===== src/pkg/hdtc_map.vh =====
// Constants for the hypervisor debug trap control register and its decode.
//
// Function
// - Bit 21 blocks external debugger access to reserved counters unless overridden.
// - Bit 17 stops guest counters counting while in hypervisor mode.
// - Cycle counter follows bit 17 only when cycle-count-disable flag is set.
// - Bit 11 traps level 0/1 ROM and self address accesses unless user debug comms are disabled.
// - Bit 10 traps level 1 powerdown and OS lock register accesses.
// - Bit 9 traps remaining level 0/1 debug register accesses unless user debug comms are disabled.
// - In Debug state, transfer receive/transmit register traps are ignored.
// - General-exception trap or routing bit forces bits 11, 10, 9 effective.
// - Bit 8 routes level 0/1 debug exceptions and debug accesses to level 2.
// - General-exception trap makes routing bit effective; reads return stored value.
// - Bit 7 enables hypervisor counters through counter enable set bits.
// - Enabled counters do not count while counting is prohibited.
// - Bit 6 traps level 0/1 accesses to all monitor registers.
// - Memory-mapped external debug monitor accesses are never trapped.
// - Bit 5 traps level 0/1 monitor control accesses unless already trapped.
// - Counters below guest count are guest-accessible and globally enabled.
// - Counters from guest count to implemented count are level 2 only.
// - Guest count zero or too large: reads unknown, all reserved for level 2.
// - Reset loads guest counter count with implemented counter count.
// - Warm reset clears trap bits; hyp counter enable reset value is unknown.
// - Access via coproc 15, opc1 100, opc2 001, CRn/CRm 0001, level 2 only.
// - Group-1 hypervisor trap makes level 1 accesses to this register trap.
`ifndef HDTC_MAP_VH
`define HDTC_MAP_VH
`define HDTC_BIT_EXT_BLOCK    21
`define HDTC_BIT_HYP_PROHIBIT 17
`define HDTC_BIT_ROM_TRAP     11
`define HDTC_BIT_PD_TRAP      10
`define HDTC_BIT_DBG_TRAP     9
`define HDTC_BIT_ROUTE        8
`define HDTC_BIT_HYP_CNT_EN   7
`define HDTC_BIT_MON_TRAP     6
`define HDTC_BIT_MCR_TRAP     5
`define HDTC_GCC_MSB          4
`define HDTC_GCC_LSB          0
`define HDTC_WR_MASK          32'h00220fff
`define HDTC_RESET_CTRL       32'h00000000
`define HDTC_COPROC           4'hf
`define HDTC_OPC1             3'h4
`define HDTC_OPC2             3'h1
`define HDTC_CRN              4'h1
`define HDTC_CRM              4'h1
`define HDTC_EL0              2'h0
`define HDTC_EL1              2'h1
`define HDTC_EL2              2'h2
// Debug register classes of an access in coproc 14 space.
`define HDTC_DCLS_NONE        3'h0
`define HDTC_DCLS_ROM         3'h1
`define HDTC_DCLS_PD          3'h2
`define HDTC_DCLS_DTR         3'h3
`define HDTC_DCLS_OTHER       3'h4
`endif


===== src/rtl/hdtc_top.v =====
// Hypervisor debug trap control register with its trap decode.
`timescale 1ns/100ps
`include "hdtc_map.vh"
module hdtc_top #(
    parameter N_CNT = 31
) (
    input  wire             clk,
    input  wire             rst_n,
    input  wire             cp_valid,
    input  wire             cp_write,
    input  wire [3:0]       cp_coproc,
    input  wire [2:0]       cp_opc1,
    input  wire [2:0]       cp_opc2,
    input  wire [3:0]       cp_crn,
    input  wire [3:0]       cp_crm,
    input  wire [31:0]      cp_wdata,
    input  wire [1:0]       cur_level,
    input  wire             in_hyp_mode,
    input  wire             debug_state,
    input  wire [2:0]       dbg_class,
    input  wire             mon_access,
    input  wire             mon_ctrl_access,
    input  wire             mon_mmio_access,
    input  wire             trap_general_exceptions,
    input  wire             group1_hyp_trap,
    input  wire             user_debug_comms_disable,
    input  wire             user_monitor_access_enable,
    input  wire [4:0]       implemented_counter_count,
    input  wire             cycle_count_disable_flag,
    input  wire             global_monitor_enable,
    input  wire             ext_override,
    input  wire [N_CNT-1:0] counter_enable_set,
    input  wire [N_CNT-1:0] count_prohibited,
    input  wire             cyc_enable_set,
    input  wire             cyc_prohibited,
    output reg  [31:0]      cp_rdata,
    output wire             cp_undef,
    output wire             reg_trap,
    output wire             dbg_trap,
    output wire             mon_trap,
    output wire             route_debug_exc,
    output wire [N_CNT-1:0] count_allow,
    output wire [N_CNT-1:0] guest_access,
    output wire [N_CNT-1:0] ext_access,
    output wire             cyc_allow
);
    reg  [21:0] ctrl_q;
    reg         gcc_load_q;
    reg  [4:0]  gcc_q;
    wire        hit;
    wire        lvl01;
    wire        route_eff;
    wire        rom_eff;
    wire        pd_eff;
    wire        dbg_eff;
    wire        gcc_bad;
    wire [4:0]  gcc_eff;
    wire        wr_ok;

    // Mask and reset image stay 32-bit words; only bits 21:0 are stored.
    localparam [31:0] WR_MASK  = `HDTC_WR_MASK;
    localparam [31:0] RST_CTRL = `HDTC_RESET_CTRL;

    assign hit = cp_valid & (cp_coproc == `HDTC_COPROC) &
                 (cp_opc1 == `HDTC_OPC1) & (cp_opc2 == `HDTC_OPC2) &
                 (cp_crn == `HDTC_CRN) & (cp_crm == `HDTC_CRM);
    assign lvl01 = (cur_level == `HDTC_EL0) | (cur_level == `HDTC_EL1);

    // group-1 trap on level 1 access
    assign reg_trap = hit & (cur_level == `HDTC_EL1) & group1_hyp_trap;
    // Level 0 can never reach the register; level 1 without trap is undef.
    assign cp_undef = hit & (cur_level != `HDTC_EL2) & ~reg_trap;
    assign wr_ok = hit & cp_write & (cur_level == `HDTC_EL2);

    always @(posedge clk or negedge rst_n) begin
        if (!rst_n) begin
            ctrl_q <= RST_CTRL[21:0];
        end else if (wr_ok) begin
            ctrl_q <= cp_wdata[21:0] & WR_MASK[21:0];
        end
    end

    // The count field cannot take a port value under async reset, so a
    // flag set by reset makes the first clock after release load it.
    always @(posedge clk or negedge rst_n) begin
        if (!rst_n) begin
            gcc_load_q <= 1'b1;
            gcc_q      <= 5'h00;
        end else if (gcc_load_q) begin
            gcc_load_q <= 1'b0;
            gcc_q      <= implemented_counter_count;
        end else if (wr_ok) begin
            gcc_q <= cp_wdata[`HDTC_GCC_MSB:`HDTC_GCC_LSB];
        end
    end

    // Read data is registered; bad count values read as zero here.
    always @(posedge clk or negedge rst_n) begin
        if (!rst_n) begin
            cp_rdata <= 32'h00000000;
        end else if (hit & ~cp_write & (cur_level == `HDTC_EL2)) begin
            cp_rdata <= {10'h000, ctrl_q[21:5],
                         gcc_bad ? 5'h00 : gcc_q};
        end
    end

    assign gcc_bad = (gcc_q == 5'h00) | (gcc_q > implemented_counter_count);
    assign gcc_eff = gcc_bad ? 5'h00 : gcc_q;

    assign route_eff = ctrl_q[`HDTC_BIT_ROUTE] | trap_general_exceptions;
    assign rom_eff = ctrl_q[`HDTC_BIT_ROM_TRAP] | route_eff;
    assign pd_eff  = ctrl_q[`HDTC_BIT_PD_TRAP] | route_eff;
    assign dbg_eff = ctrl_q[`HDTC_BIT_DBG_TRAP] | route_eff;
    assign route_debug_exc = route_eff & lvl01;

    // Trap decode for debug register accesses, by class of register.
    function dbg_trap_f;
        input [2:0] cls;
        input [1:0] lvl;
        input       rom;
        input       pd;
        input       dbg;
        input       udcc;
        input       dstate;
        begin
            case (cls)
                `HDTC_DCLS_ROM:   dbg_trap_f = rom & ~udcc &
                                  (lvl == `HDTC_EL0 || lvl == `HDTC_EL1);
                `HDTC_DCLS_PD:    dbg_trap_f = pd & (lvl == `HDTC_EL1);
                `HDTC_DCLS_DTR:   dbg_trap_f = dbg & ~udcc & ~dstate &
                                  (lvl == `HDTC_EL0 || lvl == `HDTC_EL1);
                `HDTC_DCLS_OTHER: dbg_trap_f = dbg & ~udcc &
                                  (lvl == `HDTC_EL0 || lvl == `HDTC_EL1);
                default:          dbg_trap_f = 1'b0;
            endcase
        end
    endfunction

    assign dbg_trap = dbg_trap_f(dbg_class, cur_level, rom_eff, pd_eff,
                                 dbg_eff, user_debug_comms_disable,
                                 debug_state);

    assign mon_trap = lvl01 & ~mon_mmio_access &
                      ((mon_access & ctrl_q[`HDTC_BIT_MON_TRAP]) |
                       (mon_ctrl_access & ctrl_q[`HDTC_BIT_MCR_TRAP] &
                        ~((cur_level == `HDTC_EL0) &
                          ~user_monitor_access_enable)));

    hdtc_counter_gate #(
        .N_CNT (N_CNT)
    ) u_gate (
        .gcc_eff        (gcc_eff),
        .impl_count     (implemented_counter_count),
        .global_en      (global_monitor_enable),
        .hyp_cnt_en     (ctrl_q[`HDTC_BIT_HYP_CNT_EN]),
        .hyp_prohibit   (ctrl_q[`HDTC_BIT_HYP_PROHIBIT]),
        .in_hyp_mode    (in_hyp_mode),
        .ext_block      (ctrl_q[`HDTC_BIT_EXT_BLOCK]),
        .ext_override   (ext_override),
        .cycle_dis_flag (cycle_count_disable_flag),
        .cnt_enable_set (counter_enable_set),
        .prohibited     (count_prohibited),
        .cyc_enable_set (cyc_enable_set),
        .cyc_prohibited (cyc_prohibited),
        .count_allow    (count_allow),
        .guest_access   (guest_access),
        .ext_access     (ext_access),
        .cyc_allow      (cyc_allow)
    );
endmodule


===== src/rtl/hdtc_counter_gate.v =====
// Per-counter enable and access gating for the event counters.
`timescale 1ns/100ps
`include "hdtc_map.vh"
module hdtc_counter_gate #(
    parameter N_CNT = 31
) (
    input  wire [4:0]       gcc_eff,
    input  wire [4:0]       impl_count,
    input  wire             global_en,
    input  wire             hyp_cnt_en,
    input  wire             hyp_prohibit,
    input  wire             in_hyp_mode,
    input  wire             ext_block,
    input  wire             ext_override,
    input  wire             cycle_dis_flag,
    input  wire [N_CNT-1:0] cnt_enable_set,
    input  wire [N_CNT-1:0] prohibited,
    input  wire             cyc_enable_set,
    input  wire             cyc_prohibited,
    output wire [N_CNT-1:0] count_allow,
    output wire [N_CNT-1:0] guest_access,
    output wire [N_CNT-1:0] ext_access,
    output wire             cyc_allow
);
    genvar i;
    generate
        for (i = 0; i < N_CNT; i = i + 1) begin : g_cnt
            wire in_impl;
            wire guest;
            wire en;
            assign in_impl = (i < impl_count);
            assign guest = (i < gcc_eff);
            assign en = cnt_enable_set[i] &
                        (guest ? global_en : hyp_cnt_en);
            assign count_allow[i] = in_impl & en & ~prohibited[i] &
                                    ~(guest & hyp_prohibit & in_hyp_mode);
            assign guest_access[i] = in_impl & guest;
            assign ext_access[i] = in_impl &
                                   (guest | ~ext_block | ext_override);
        end
    endgenerate

    // cycle counter bit 17 hyp-mode prohibit only with flag set
    assign cyc_allow = cyc_enable_set & global_en & ~cyc_prohibited &
                       ~(cycle_dis_flag & hyp_prohibit & in_hyp_mode);
endmodule


===== config.mk =====
export PLATFORM = sky130hd
export DESIGN_NAME = hdtc_top
export DESIGN_NICKNAME = d
export VERILOG_FILES = /design/src/rtl/hdtc_top.v /design/src/rtl/hdtc_counter_gate.v
export VERILOG_INCLUDE_DIRS = /design/src /design/src/pkg
export SDC_FILE = /design/constraint.sdc
export NUM_CORES = 1
export LEC_CHECK = 0
export BUFFER_PORTS_ARGS = -buffer_cell sky130_fd_sc_hd__clkbuf_2
export CAP_MARGIN = 20
export CORE_AREA = 2 2 104 106
export CTS_CLUSTER_DIAMETER = 80
export DETAILED_ROUTE_END_ITERATION = 7
export DIE_AREA = 0 0 106 108
export MAX_ROUTING_LAYER = met4
export PLACE_DENSITY = 0.77
export SLEW_MARGIN = 20
export SYNTH_ARGS = -nofsm -noshare
export SYNTH_HDL_FRONTEND = slang
export SYNTH_SLANG_ARGS = --single-unit
export TNS_END_PERCENT = 50

===== constraint.sdc =====
create_clock -name clk -period 3.9 [get_ports clk]
set_input_delay 0.585 -clock clk [delete_from_list [all_inputs] [get_ports clk]]
set_output_delay 0.585 -clock clk [all_outputs]
set_load 0.005 [all_outputs]

==> metrics.md, run 1 <==
| Metric | Value |
|---|---|
| Reg clk slew, reported paths | `70 ps` |
| WL per Instance | `16.5 um` |
| GP Congestion | `0.880` |
| DR vias | `4,252` |
| Final period utilization | `92.9%` |
| Maximum number of pins on one net before global-route repair | `32` |
| Core area | `10,200 um2` |
| DIE AREA | `11,400 um2` |
| Synth Instances | `455` |
| Drt pass-1 iters | `5` |
| Hold_ws | `364 ps` |
| Max stage delay on crit path | `550 ps` |
| Post-CTS setup buffer count | `0` |
| Rows | `37` |
| Slowest-stage cell, CP | `dfrtp_1` |
| Cell Pwr Density | `214 nW/um2` |
| ANT cells | `0` |
| DRT Wirelength | `13.5 mm` |
| Number of synthesized flops with an enable pin | `0` |
| Outcome | `finished, final reports clean` |
| First-pass GRT wire length | `20.1 mm` |
| Grt total ovfl | `0` |
| Dpl hpwl | `10.6 mm` |
| Post-synthesis sequential area ratio | `21.6%` |
| Nets | `825` |
| Multi-input logic area | `2370 um2` |
| Worst slew pin tran | `752 ps` |
| Number of vias per cell | `5.20` |
| Final setup viols | `0` |
| Cts hold-fix bufs | `0` |
| Slew HR | `49.9%` |
| Number of global-route vias before repair | `3,942` |
| Placed cell count | `809` |
| Warnings from Yosys | `0` |
| Commonest cells in the netlist | `67 x nand2_1, 43 x nor2_1, 40 x a21oi_1, 37 x o21ai_0, 28 x dfrtp_1` |
| Drt first-iter violations | `257` |
| Maximum vdd drop | `0.000146 V` |
| CP Class | `reg -> out` |
| Crit path launch type | `flop` |
| Synth Cell Area | `3370 um2` |
| # fillers | `1,105` |
| Register area | `727 um2` |
| TritonCTS clock tree | `built` |
| Routed Antenna Nets | `0` |
| Largest fanout on the critical path | `15` |
| Setup TNS | `0 ps` |
| Starting Density | `33.0%` |
| Tmin final | `3620 ps` |
| Synth top area share | `20.8%` |
| Die Y | `108 um` |
| Critical Path RT | `3310 ps` |
| Mapped Avg Cell Area | `7.41 um2` |
| Hold crit path type | `in -> async` |
| Number of I/O pins | `271` |
| Crit path cell chain | `ha_1 > nor2b_1 > o31ai_4 > a21boi_2 > or3_1 > a2111oi_0 > clkbuf_2` |
| Clk root buf | `clkbuf_8` |
| Antenna violations before repair | `0` |
| Final Hold Fails | `0` |
| Leakage | `2.54 nW` |
| Area Growth Syn to Fin | `39.9%` |
| Yosys top cell by area | `dfrtp_1` |
| Clock latency on the worst-skew pair | `280 ps` |
| Endpoint class of the critical path | `primary output` |
| Top-count cell post-synth | `nand2_1` |
| Post-Layout Cell Count | `817` |
| Top cells by area, synth | `dfrtp_1 21%, mux2i_1 8.0%, nand2_1 7.5%, a21oi_1 5.9%, o21ai_0 5.5%` |
| Share of layout cells above drive strength 1 | `43.5%` |
| CTS resizes | `0` |
| Fraction of registers with async set or reset after synthesis | `100%` |
| CTS sink count | `29` |
| H-Tree Level Count | `2` |
| Yosys cell types | `58` |
| Clk buf depth | `2` |
| Most used DFF post-synth | `dfrtp_1` |
| Max-cap violations | `0` |
| Remaining DRCs | `0` |
| Max Transition Viols Final | `0` |
| GRT Util Overall | `22.9%` |
| RSZ-0062 raised after global routing | `no` |
| Skew final | `6.17 ps` |
| FF+latch count, synth | `29` |
| Max Clk Rate | `276 MHz` |
| Number of port buffers | `234` |
| Die width | `106 um` |
| Total CTS buffers | `5` |
| Critical path data arrival time | `3040 ps` |
==> flip-flops by register name (all words and copies together) (netlist names) <==
register / cells
gcc_load_q: 1
ctrl_q: 9
cp_rdata: 14
gcc_q: 5
==> kinds of logic after synthesis <==
logic type               count (synthesis)  synth area share [%]
AND/OR/NAND/NOR                        192                  29.4
AO/OA/AOI/OAI                          112                  20.9
buffers and inverters                   67                  10.1
multiplexers                            48                  15.8
flip-flops                              29                  21.6
adder cells (fa/ha/maj)                  5                  1.86
other                                    1                 0.111
XOR/XNOR                                 1                 0.260
==> critical path: cells and delay by family, from the launching register on <==
kind / cells / cell delay [ps]
AOI/OAI and AO/OA: 3 / 1110
adders and majority gates: 1 / 310
buffers and inverters: 1 / 210
DFF: 1 / 550
and+or+nand+nor: 2 / 570
==> power breakdown <==
part | leakage (nW) | switching (mW) | internal (mW) | total, mW
clock network | 0.0542 | 0.115 | 0.159 | 0.275
logic | 2.11 | 0.247 | 0.173 | 0.420
registers | 0.377 | 0.00832 | 0.306 | 0.315
==> worst paths after layout <==
| kind | cells past startpoint | slack (ps) | to | from |
|---|---|---|---|---|
| worst max-delay path | 7 | 280 | count_allow[12] | gcc_q[1] |
| worst min-delay path | 1 | 360 | ctrl_q[9] | rst_n |
| worst max register to register | 6 | 1630 | cp_rdata[1] | gcc_q[1] |
| worst min register to register | 1 | 510 | cp_rdata[6] | cp_rdata[6] |
| max in group asynchronous | 1 | 3050 | gcc_q[1] | rst_n |
| min in group clk | 1 | 510 | cp_rdata[6] | cp_rdata[6] |
==> cells in the final DEF (no fill, tap or decap), types with 2 or more instances in the layout <==
master	n
o21a_1	2
nor4b_1	4
dfrtp_1	28
buf_4	13
clkbuf_2	234
o31ai_1	3
a2111oi_0	10
nor2_1	43
ha_1	5
o211ai_1	2
a21o_1	2
nand2_1	67
inv_1	20
nand3_1	8
mux2_4	7
nor3b_1	17
a21oi_1	40
or2_2	8
nor2b_1	4
nor3_1	8
conb_1	19
nor4bb_1	2
mux2i_1	27
mux2_2	14
and3_1	6
o21ai_0	37
and2_1	5
a31oi_1	2
o211a_1	2
or3_1	8
clkbuf_8	7
==> routing by layer <==
metal  share of wire, %  track usage, %  up-vias
met1                 40            28.5     1947
met4                1.6            6.02        0
met2                 49            39.3      255
li1                   -               -     2029
met5                  0               -        -
met3                9.0            3.32       21
==> cell type report <==
| class | instances | share of cell area (%) |
|---|---|---|
| inverters | 20 | 1.59 |
| clock inverters | 1 | 0.106 |
| well taps | 136 | 3.61 |
| clock buffers | 7 | 2.04 |
| flip-flops and latches | 29 | 15.4 |
| repair buffers | 247 | 26.9 |
| multi-input cells | 377 | 50.3 |
==> through the flow <==
step                      total power, mW  setup slack, ps  cell area [um2]  util, %
after floorplan                     0.557              494             3440        -
after global placement              0.728              431             4610     45.1
after detailed placement            0.733              426             4610     45.1
after CTS                            1.01              309             4720     46.1
after global routing                 1.07              108             4720     46.1
final                                1.01              277             4720     46.1
No activity file was read; power rests on OpenSTA's default activity.
==> inputs of run 2 (changes only) <==
--- a/config.mk
+++ b/config.mk
@@ -9,6 +9,7 @@
 export BUFFER_PORTS_ARGS = -buffer_cell sky130_fd_sc_hd__clkbuf_2
 export CAP_MARGIN = 20
 export CORE_AREA = 2 2 104 106
+export CTS_BUF_LIST = sky130_fd_sc_hd__clkbuf_16
 export CTS_CLUSTER_DIAMETER = 80
 export DETAILED_ROUTE_END_ITERATION = 7
 export DIE_AREA = 0 0 106 108
==> run 2 against run 1 <==
  * Non-clock buffer count did not move
  * Critical path depth is the same
  * Maximum frequency grew 0.77%
  * Clock power grew 30%
  * Worst setup slack gained 28 ps
  * Design area is 0.77% higher
  * Clock skew is 1.7 ps lower
  * Combinational power hardly changed
  * Critical endpoint unchanged
==> metrics.md, run 2 (synthesis gave the netlist of run 1 again) <==
| Metric | Value |
|---|---|
| Max Transition Viols Final | `0 (unchanged)` |
| Starting Density | `33.0% (unchanged)` |
| Clk root buf | `clkbuf_16` |
| Dpl hpwl | `10.6 mm (unchanged)` |
| Number of global-route vias before repair | `3,932 (-0.25%)` |
| Antenna violations before repair | `0 (unchanged)` |
| Cts hold-fix bufs | `0 (unchanged)` |
| Drt first-iter violations | `304 (+18%)` |
| CTS sink count | `29 (unchanged)` |
| H-Tree Level Count | `2 (unchanged)` |
| Slew HR | `49.1% (-0.73 points)` |
| Hold crit path type | `in -> async` |
| Final core utilization | `46.4% (+0.35 points)` |
| Setup TNS | `0 ps (unchanged)` |
| Max Clk Rate | `278 MHz (+0.77%)` |
| Final period utilization | `92.2% (-0.71 points)` |
| WL per Instance | `16.5 um (-0.30%)` |
| Rows | `37 (unchanged)` |
| Nets | `825 (unchanged)` |
| DRT Wirelength | `13.5 mm (-0.30%)` |
| FF-to-FF End | `cp_rdata[1]` |
| Max stage delay on crit path | `540 ps (about the same)` |
| Dpl cell area | `4610 um2 (unchanged)` |
| GP Congestion | `0.880 (unchanged)` |
| Final worst slack | `304 ps (+27.7 ps)` |
| DR vias | `4,240 (-0.28%)` |
| CTS resizes | `0 (unchanged)` |
| DIE AREA | `11,400 um2 (unchanged)` |
| Number of I/O pins | `271 (unchanged)` |
| Largest register by flop count | `cp_rdata` |
| Commonest non-fill, non-tap cell in the layout | `clkbuf_2` |
| Reg clk slew, reported paths | `50 ps (-20 ps)` |
| WP buf/inv | `1 (unchanged)` |
| Largest regs | `cp_rdata x14, ctrl_q x9, gcc_q x5` |
| Drt pass-1 iters | `5 (unchanged)` |
| Endpoint class of the critical path | `primary output` |
| Worst R2R Setup Slack | `1640 ps (about the same)` |
| Critical Path RT | `3310 ps (about the same)` |
| Grt total ovfl | `0 (unchanged)` |
| First-pass GRT wire length | `20.1 mm (-0.24%)` |
| Setup crit start | `gcc_q[1]` |
| Skew final | `4.48 ps (-1.68 ps)` |
| Routed Antenna Nets | `0 (unchanged)` |
| Maximum vdd drop | `0.000162 V (+11%)` |
| Final setup viols | `0 (unchanged)` |
| Clock latency on the worst-skew pair | `270 ps (about the same)` |
| Die width | `106 um (unchanged)` |
| Total CTS buffers | `5 (unchanged)` |
| Post-route cell area | `4750 um2 (+0.77%)` |
| ANT cells | `0 (unchanged)` |
| Slowest-stage cell, CP | `dfrtp_1` |
| Outcome | `finished, final reports clean` |
| Worst slew pin tran | `744 ps (-8.28 ps)` |
| Post-CTS setup buffer count | `0 (unchanged)` |
| Core area | `10,200 um2 (unchanged)` |
| Number of port buffers | `234 (unchanged)` |
| CP Depth | `7 (unchanged)` |
| Most frequent cells in the layout | `234 x clkbuf_2, 67 x nand2_1, 43 x nor2_1` |
| Share of layout cells above drive strength 1 | `43.2% (-0.29 points)` |
| Cell Pwr Density | `230 nW/um2 (+7.3%)` |
| Maximum number of pins on one net before global-route repair | `32 (unchanged)` |
| Crit path launch type | `flop` |
| Area Growth Syn to Fin | `40.9%` |
| Worst Reg-to-Reg Cells | `6 (unchanged)` |
| Crit path to | `count_allow[12]` |
| CP Class | `reg -> out` |
| Leakage | `2.56 nW (+0.57%)` |
| Critical path data arrival time | `3010 ps (-30 ps)` |
| Worst slack, placed | `426 ps (unchanged)` |
| # fillers | `1,101 (-0.36%)` |
| Number of vias per cell | `5.19 (-0.28%)` |
| Tmin final | `3600 ps (-27.7 ps)` |
| Final Hold Fails | `0 (unchanged)` |
| Die Y | `108 um (unchanged)` |
| Reg2reg start | `gcc_q[1]` |
| Remaining DRCs | `0 (unchanged)` |
| Largest register FFs | `14 (unchanged)` |
| RSZ-0062 raised after global routing | `no` |
| Largest fanout on the critical path | `15 (unchanged)` |
| Top cell family by delay on the critical path | `compound AO/OA/AOI/OAI gates` |
| Max-cap violations | `0 (unchanged)` |
| GRT Util Overall | `22.8% (-0.10 points)` |
| Clk buf depth | `2 (unchanged)` |
| Crit path cell chain | `ha_1 > nor2b_1 > o31ai_4 > a21boi_2 > or3_1 > a2111oi_0 > clkbuf_2` |
| TritonCTS clock tree | `built` |
## run 2: cell types whose count changed in the layout (fill, tap and decap cells not counted), sizes merged
| cell | before | now |
|---|---|---|
| clkinv | 1 | 3 |
| clkbuf | 241 | 239 |
## run 2: worst min-delay path by stage
stage	startpoint	end	slack, ps	cells past startpoint
floorplan	rst_n	cp_rdata[0]	290	0
global route	rst_n	ctrl_q[8]	430	1
finish	rst_n	ctrl_q[8]	370	1
detailed placement	cp_rdata[6]	cp_rdata[6]	500	1
CTS	rst_n	ctrl_q[9]	390	1
global placement	cp_rdata[17]	cp_rdata[17]	490	1
## run 2: layout make-up
type | instances | area [um2] | share of cell area, %
Clock inverter | 3 | 12.5 | 0.263
Tap cell | 136 | 170 | 3.58
Multi-Input combinational cell | 377 | 2370 | 49.9
Timing Repair Buffer | 247 | 1270 | 26.7
Inverter | 20 | 75.1 | 1.58
Clock buffer | 5 | 125 | 2.63
Sequential cell | 29 | 727 | 15.3
## run 2: layer usage
layer / vias up / GRT usage, % / share of wire [%]
li1: 2028 / - / -
met1: 1946 / 28.5 / 40
met2: 252 / 39.1 / 49
met3: 14 / 3.32 / 9.0
met4: 0 / 5.73 / 1.5
met5: - / - / 0
## run 2: per-stage QoR
step / std cells / hold WS, ps / total power [mW]
floorplan: 473 / 289 / 0.557
global placement: 809 / 492 / 0.728
detailed placement: 809 / 496 / 0.733
CTS: 817 / 394 / 1.10
global route: 817 / 430 / 1.16
finish: 817 / 371 / 1.09
## run 2: power by group
group          internal (mW)  leakage, nW  switching, mW
registers              0.307        0.377        0.00833
logic                  0.173         2.11          0.246
clock network          0.230       0.0687          0.127
## run 2: worst register-to-register path: stages, from the launching register on
cell and delay, ps:
dfrtp_1 540, ha_1 310, nor2b_1 160, o31ai_4 340
a22o_1 560, nand2_1 120, mux2i_1 150
==> inputs of run 3 (changes only) <==
--- a/config.mk
+++ b/config.mk
@@ -6,15 +6,16 @@
 export SDC_FILE = /design/constraint.sdc
 export NUM_CORES = 1
 export LEC_CHECK = 0
+export ABC_AREA = 1
 export BUFFER_PORTS_ARGS = -buffer_cell sky130_fd_sc_hd__clkbuf_2
 export CAP_MARGIN = 20
-export CORE_AREA = 2 2 104 106
+export CORE_AREA = 2 2 106 108
 export CTS_BUF_LIST = sky130_fd_sc_hd__clkbuf_16
 export CTS_CLUSTER_DIAMETER = 80
 export DETAILED_ROUTE_END_ITERATION = 7
-export DIE_AREA = 0 0 106 108
+export DIE_AREA = 0 0 108 110
 export MAX_ROUTING_LAYER = met4
-export PLACE_DENSITY = 0.77
+export PLACE_DENSITY = 0.75
 export SLEW_MARGIN = 20
 export SYNTH_ARGS = -nofsm -noshare
 export SYNTH_HDL_FRONTEND = slang
==> run 3 against run 2 <==
  * Sequential share of layout area decreased by 0.12 points
  * Clock power rose by 1%
  * Critical path depth increased by 7
  * Synthesized cell count is 27% higher
  * Worst setup slack better by 150 ps
  * First-iteration DRC count up 78%
  * Hold slack lost 0.80 ps
  * Design area increased by 0.79%
==> metrics.md, run 3 <==
| Metric | Value |
|---|---|
| Max Clk Rate | `291 MHz (+4.5%)` |
| Max-cap violations | `0 (unchanged)` |
| TritonCTS clock tree | `built` |
| Number of I/O pins | `271 (unchanged)` |
| Placed cell count | `941 (+16%)` |
| CTS resizes | `0 (unchanged)` |
| Remaining DRCs | `0 (unchanged)` |
| DR vias | `4,575 (+7.9%)` |
| Slowest-stage cell, CP | `a21oi_1` |
| Crit path launch type | `input port` |
| FF+latch count, synth | `29 (unchanged)` |
| Clk buf depth | `2 (unchanged)` |
| Cts hold-fix bufs | `0 (unchanged)` |
| Cell Int Power | `0.725 mW (+2.2%)` |
| Synth top area share | `20.6% (-0.20 points)` |
| Critical Path RT | `3310 ps (about the same)` |
| Hold crit path type | `in -> async` |
| Final Hold Fails | `0 (unchanged)` |
| Final worst slack | `458 ps (+154 ps)` |
| H-Tree Level Count | `2 (unchanged)` |
| Top-count cell post-synth | `nand2_1` |
| CP Class | `in -> out` |
| GP Congestion | `1.00 (+14%)` |
| WL per Instance | `15.0 um (-9.0%)` |
| Mapped Avg Cell Area | `5.91 um2 (-20%)` |
| Max Transition Viols Final | `0 (unchanged)` |
| Post-synthesis sequential area ratio | `21.4% (-0.21 points)` |
| Clk root buf | `clkbuf_16` |
| Most frequent cells in the layout | `234 x clkbuf_2, 121 x nand2_1, 105 x nor2_1` |
| Clock power share | `30.1% (-2.6 points)` |
| Number of synthesized flops with an enable pin | `0 (unchanged)` |
| Drt first-iter violations | `540 (+78%)` |
| Share of layout cells above drive strength 1 | `35.4% (-7.8 points)` |
| Yosys cell types | `47 (-19%)` |
| Area Growth Syn to Fin | `40.7%` |
| Rows | `38 (+2.7%)` |
| Crit path cell chain | `clkbuf_2 > clkinv_1 > ha_1 > nand2_1 > nor2_2 > nand2_1 > nand3_2 > nand2_4 > nand2_2 > inv_2 > a21oi_1 > nor2_1 > nor2_1 > clkbuf_2` |
| Warnings from Yosys | `0 (unchanged)` |
| Commonest cells in the netlist | `121 x nand2_1, 106 x nor2_1, 72 x inv_1, 50 x a21oi_1, 50 x o21ai_0` |
| Max layer used | `met4` |
| Fraction of registers with async set or reset after synthesis | `100% (unchanged)` |
| Total power draw | `1.20 mW (+10%)` |
| Tmin final | `3440 ps (-154 ps)` |
| Synth Cell Area | `3400 um2 (+0.96%)` |
| GRT Util Overall | `23.4% (+0.60 points)` |
| Largest fanout on the critical path | `13 (-2)` |
| Skew final | `5.82 ps (+1.33 ps)` |
| Largest regs | `cp_rdata x14, ctrl_q x9, gcc_q x5` |
| Dpl hpwl | `11.9 mm (+12%)` |
| Leakage | `2.72 nW (+6.4%)` |
| Psw | `0.476 mW (+25%)` |
| Most used DFF post-synth | `dfrtp_1` |
| Number of vias per cell | `4.82 (-7.1%)` |
| First-pass GRT wire length | `21.1 mm (+5.0%)` |
| Total CTS buffers | `5 (unchanged)` |
| Clock latency on the worst-skew pair | `270 ps (about the same)` |
| Post-CTS setup buffer count | `0 (unchanged)` |
| RSZ-0062 raised after global routing | `no` |
| Die Y | `110 um (+1.9%)` |
| Setup TNS | `0 ps (unchanged)` |
| Endpoint class of the critical path | `primary output` |
| Routed Antenna Nets | `0 (unchanged)` |
| Slew HR | `51.1% (+1.9 points)` |
| Core area | `10,700 um2 (+4.6%)` |
| Critical path data arrival time | `2860 ps (-150 ps)` |
| DR WL met2 | `6.88 mm (+3.9%)` |
| Grt total ovfl | `0 (unchanged)` |
| Final period utilization | `88.2% (-4.0 points)` |
| # fillers | `1,186 (+7.7%)` |
| DIE AREA | `11,900 um2 (+3.8%)` |
| Commonest non-fill, non-tap cell in the layout | `clkbuf_2` |
| ANT cells | `0 (unchanged)` |
| Final core utilization | `44.8% (-1.7 points)` |
| DRT Wirelength | `14.2 mm (+5.6%)` |
| Sequential share of power | `26.5% (-2.4 points)` |
| Nets | `953 (+16%)` |
| Outcome | `finished, final reports clean` |
| Top cells by area, synth | `dfrtp_1 21%, nand2_1 13%, nor2_1 12%, inv_1 7.9%, a21oi_1 7.4%` |
| Die width | `108 um (+1.9%)` |
| WL met3 | `1.24 mm (+2.6%)` |
| Cell Pwr Density | `251 nW/um2 (+9.3%)` |
| Post-Layout Cell Count | `949 (+16%)` |
| Largest register FFs | `14 (unchanged)` |
| Yosys top cell by area | `dfrtp_1` |
| CTS sink count | `29 (unchanged)` |
| Worst slack, placed | `493 ps (+67.5 ps)` |
| Met1 Routed Length | `5.89 mm (+8.1%)` |
| Largest register by flop count | `cp_rdata` |
| Reg clk slew, reported paths | `50 ps (about the same)` |
| Starting Density | `31.8% (-1.1 points)` |
| Max stage delay on crit path | `320 ps (-220 ps)` |
| Final setup viols | `0 (unchanged)` |
| Synth Instances | `576 (+27%)` |
| Number of global-route vias before repair | `3,985 (+1.3%)` |
| Sw Share | `39.6% (+4.7 points)` |
| Worst slew pin tran | `734 ps (-9.97 ps)` |
| Logic pwr share | `43.3% (+4.9 points)` |
| Drt pass-1 iters | `5 (unchanged)` |
| Maximum number of pins on one net before global-route repair | `30 (-6.3%)` |
| Antenna violations before repair | `0 (unchanged)` |
| Maximum vdd drop | `0.000164 V (+1.1%)` |
| Number of port buffers | `234 (unchanged)` |
-- run 3: cell types whose count changed after synthesis, sizes merged, moves of 12 or more --
cell | before | now
inv | 20 | 79
nor2 | 43 | 112
nand3 | 8 | 23
mux2i | 27 | 0
o21ai | 37 | 58
mux2 | 21 | 0
nand2 | 68 | 130
clkbuf | 22 | 10
-- run 3: cells by family (layout without fill, tap and decap cells) --
| kind of cell | Yosys count | in the layout | synth area share [%] |
|---|---|---|---|
| simple gates | 301 | 301 | 41.0 |
| compound gates | 127 | 127 | 20.4 |
| buf+inv | 113 | 328 | 15.3 |
| flops | 29 | 29 | 21.4 |
| fa+ha+maj | 5 | 5 | 1.84 |
| other cells | 1 | 19 | 0.110 |
-- run 3: area by class of cell --
cell class / count / area [um2] / share of cell area, %
sequential: 29 / 727 / 15.2
tap: 140 / 175 / 3.66
timing repair buffer: 240 / 1220 / 25.4
clock inverter: 3 / 17.5 / 0.366
clock buffer: 5 / 125 / 2.61
inverter: 80 / 303 / 6.32
multi-input combinational: 452 / 2230 / 46.5
-- run 3: path summary, 6_finish.rpt --
check | from | end | slack, ps | depth (start not counted)
worst max-delay path | implemented_counter_count[4] | count_allow[13] | 460 | 14
worst min-delay path | rst_n | cp_rdata[9] | 370 | 1
worst max register to register | gcc_q[3] | cp_rdata[4] | 2060 | 8
worst min register to register | cp_rdata[6] | cp_rdata[6] | 480 | 2
max in group asynchronous | rst_n | cp_rdata[5] | 3060 | 1
min in group clk | cp_rdata[6] | cp_rdata[6] | 480 | 2
-- run 3: power groups by stage --
stage / logic [mW] / registers, mW / clock network (mW)
after floorplan: 0.313 / 0.321 / 0
after global placement: 0.509 / 0.323 / 0
after detailed placement: 0.513 / 0.323 / 0
after CTS: 0.515 / 0.318 / 0.370
after global routing: 0.582 / 0.320 / 0.384
final: 0.521 / 0.318 / 0.362
-- run 3: metal layers --
layer  vias to the layer above  track usage (%)
met5                         -                -
met1                      2051             30.4
met2                       209             37.4
met4                         0             5.59
met3                        21             5.23
li1                       2294                -
-- run 3: worst max-delay path: cells and delay by family --
kind                       cells  cell delay (ps)
adders and majority gates      1              310
AOI/OAI and AO/OA              1              320
and+or+nand+nor                8              980
buffers and inverters          4              650
-- run 3: metrics by stage --
step / instance area [um2] / hold slack, ps
5_1_grt: 4790 / 427
2_1_floorplan: 3470 / 289
3_5_place_dp: 4650 / 472
6_report: 4790 / 371
3_3_place_gp: 4650 / 466
4_1_cts: 4790 / 401
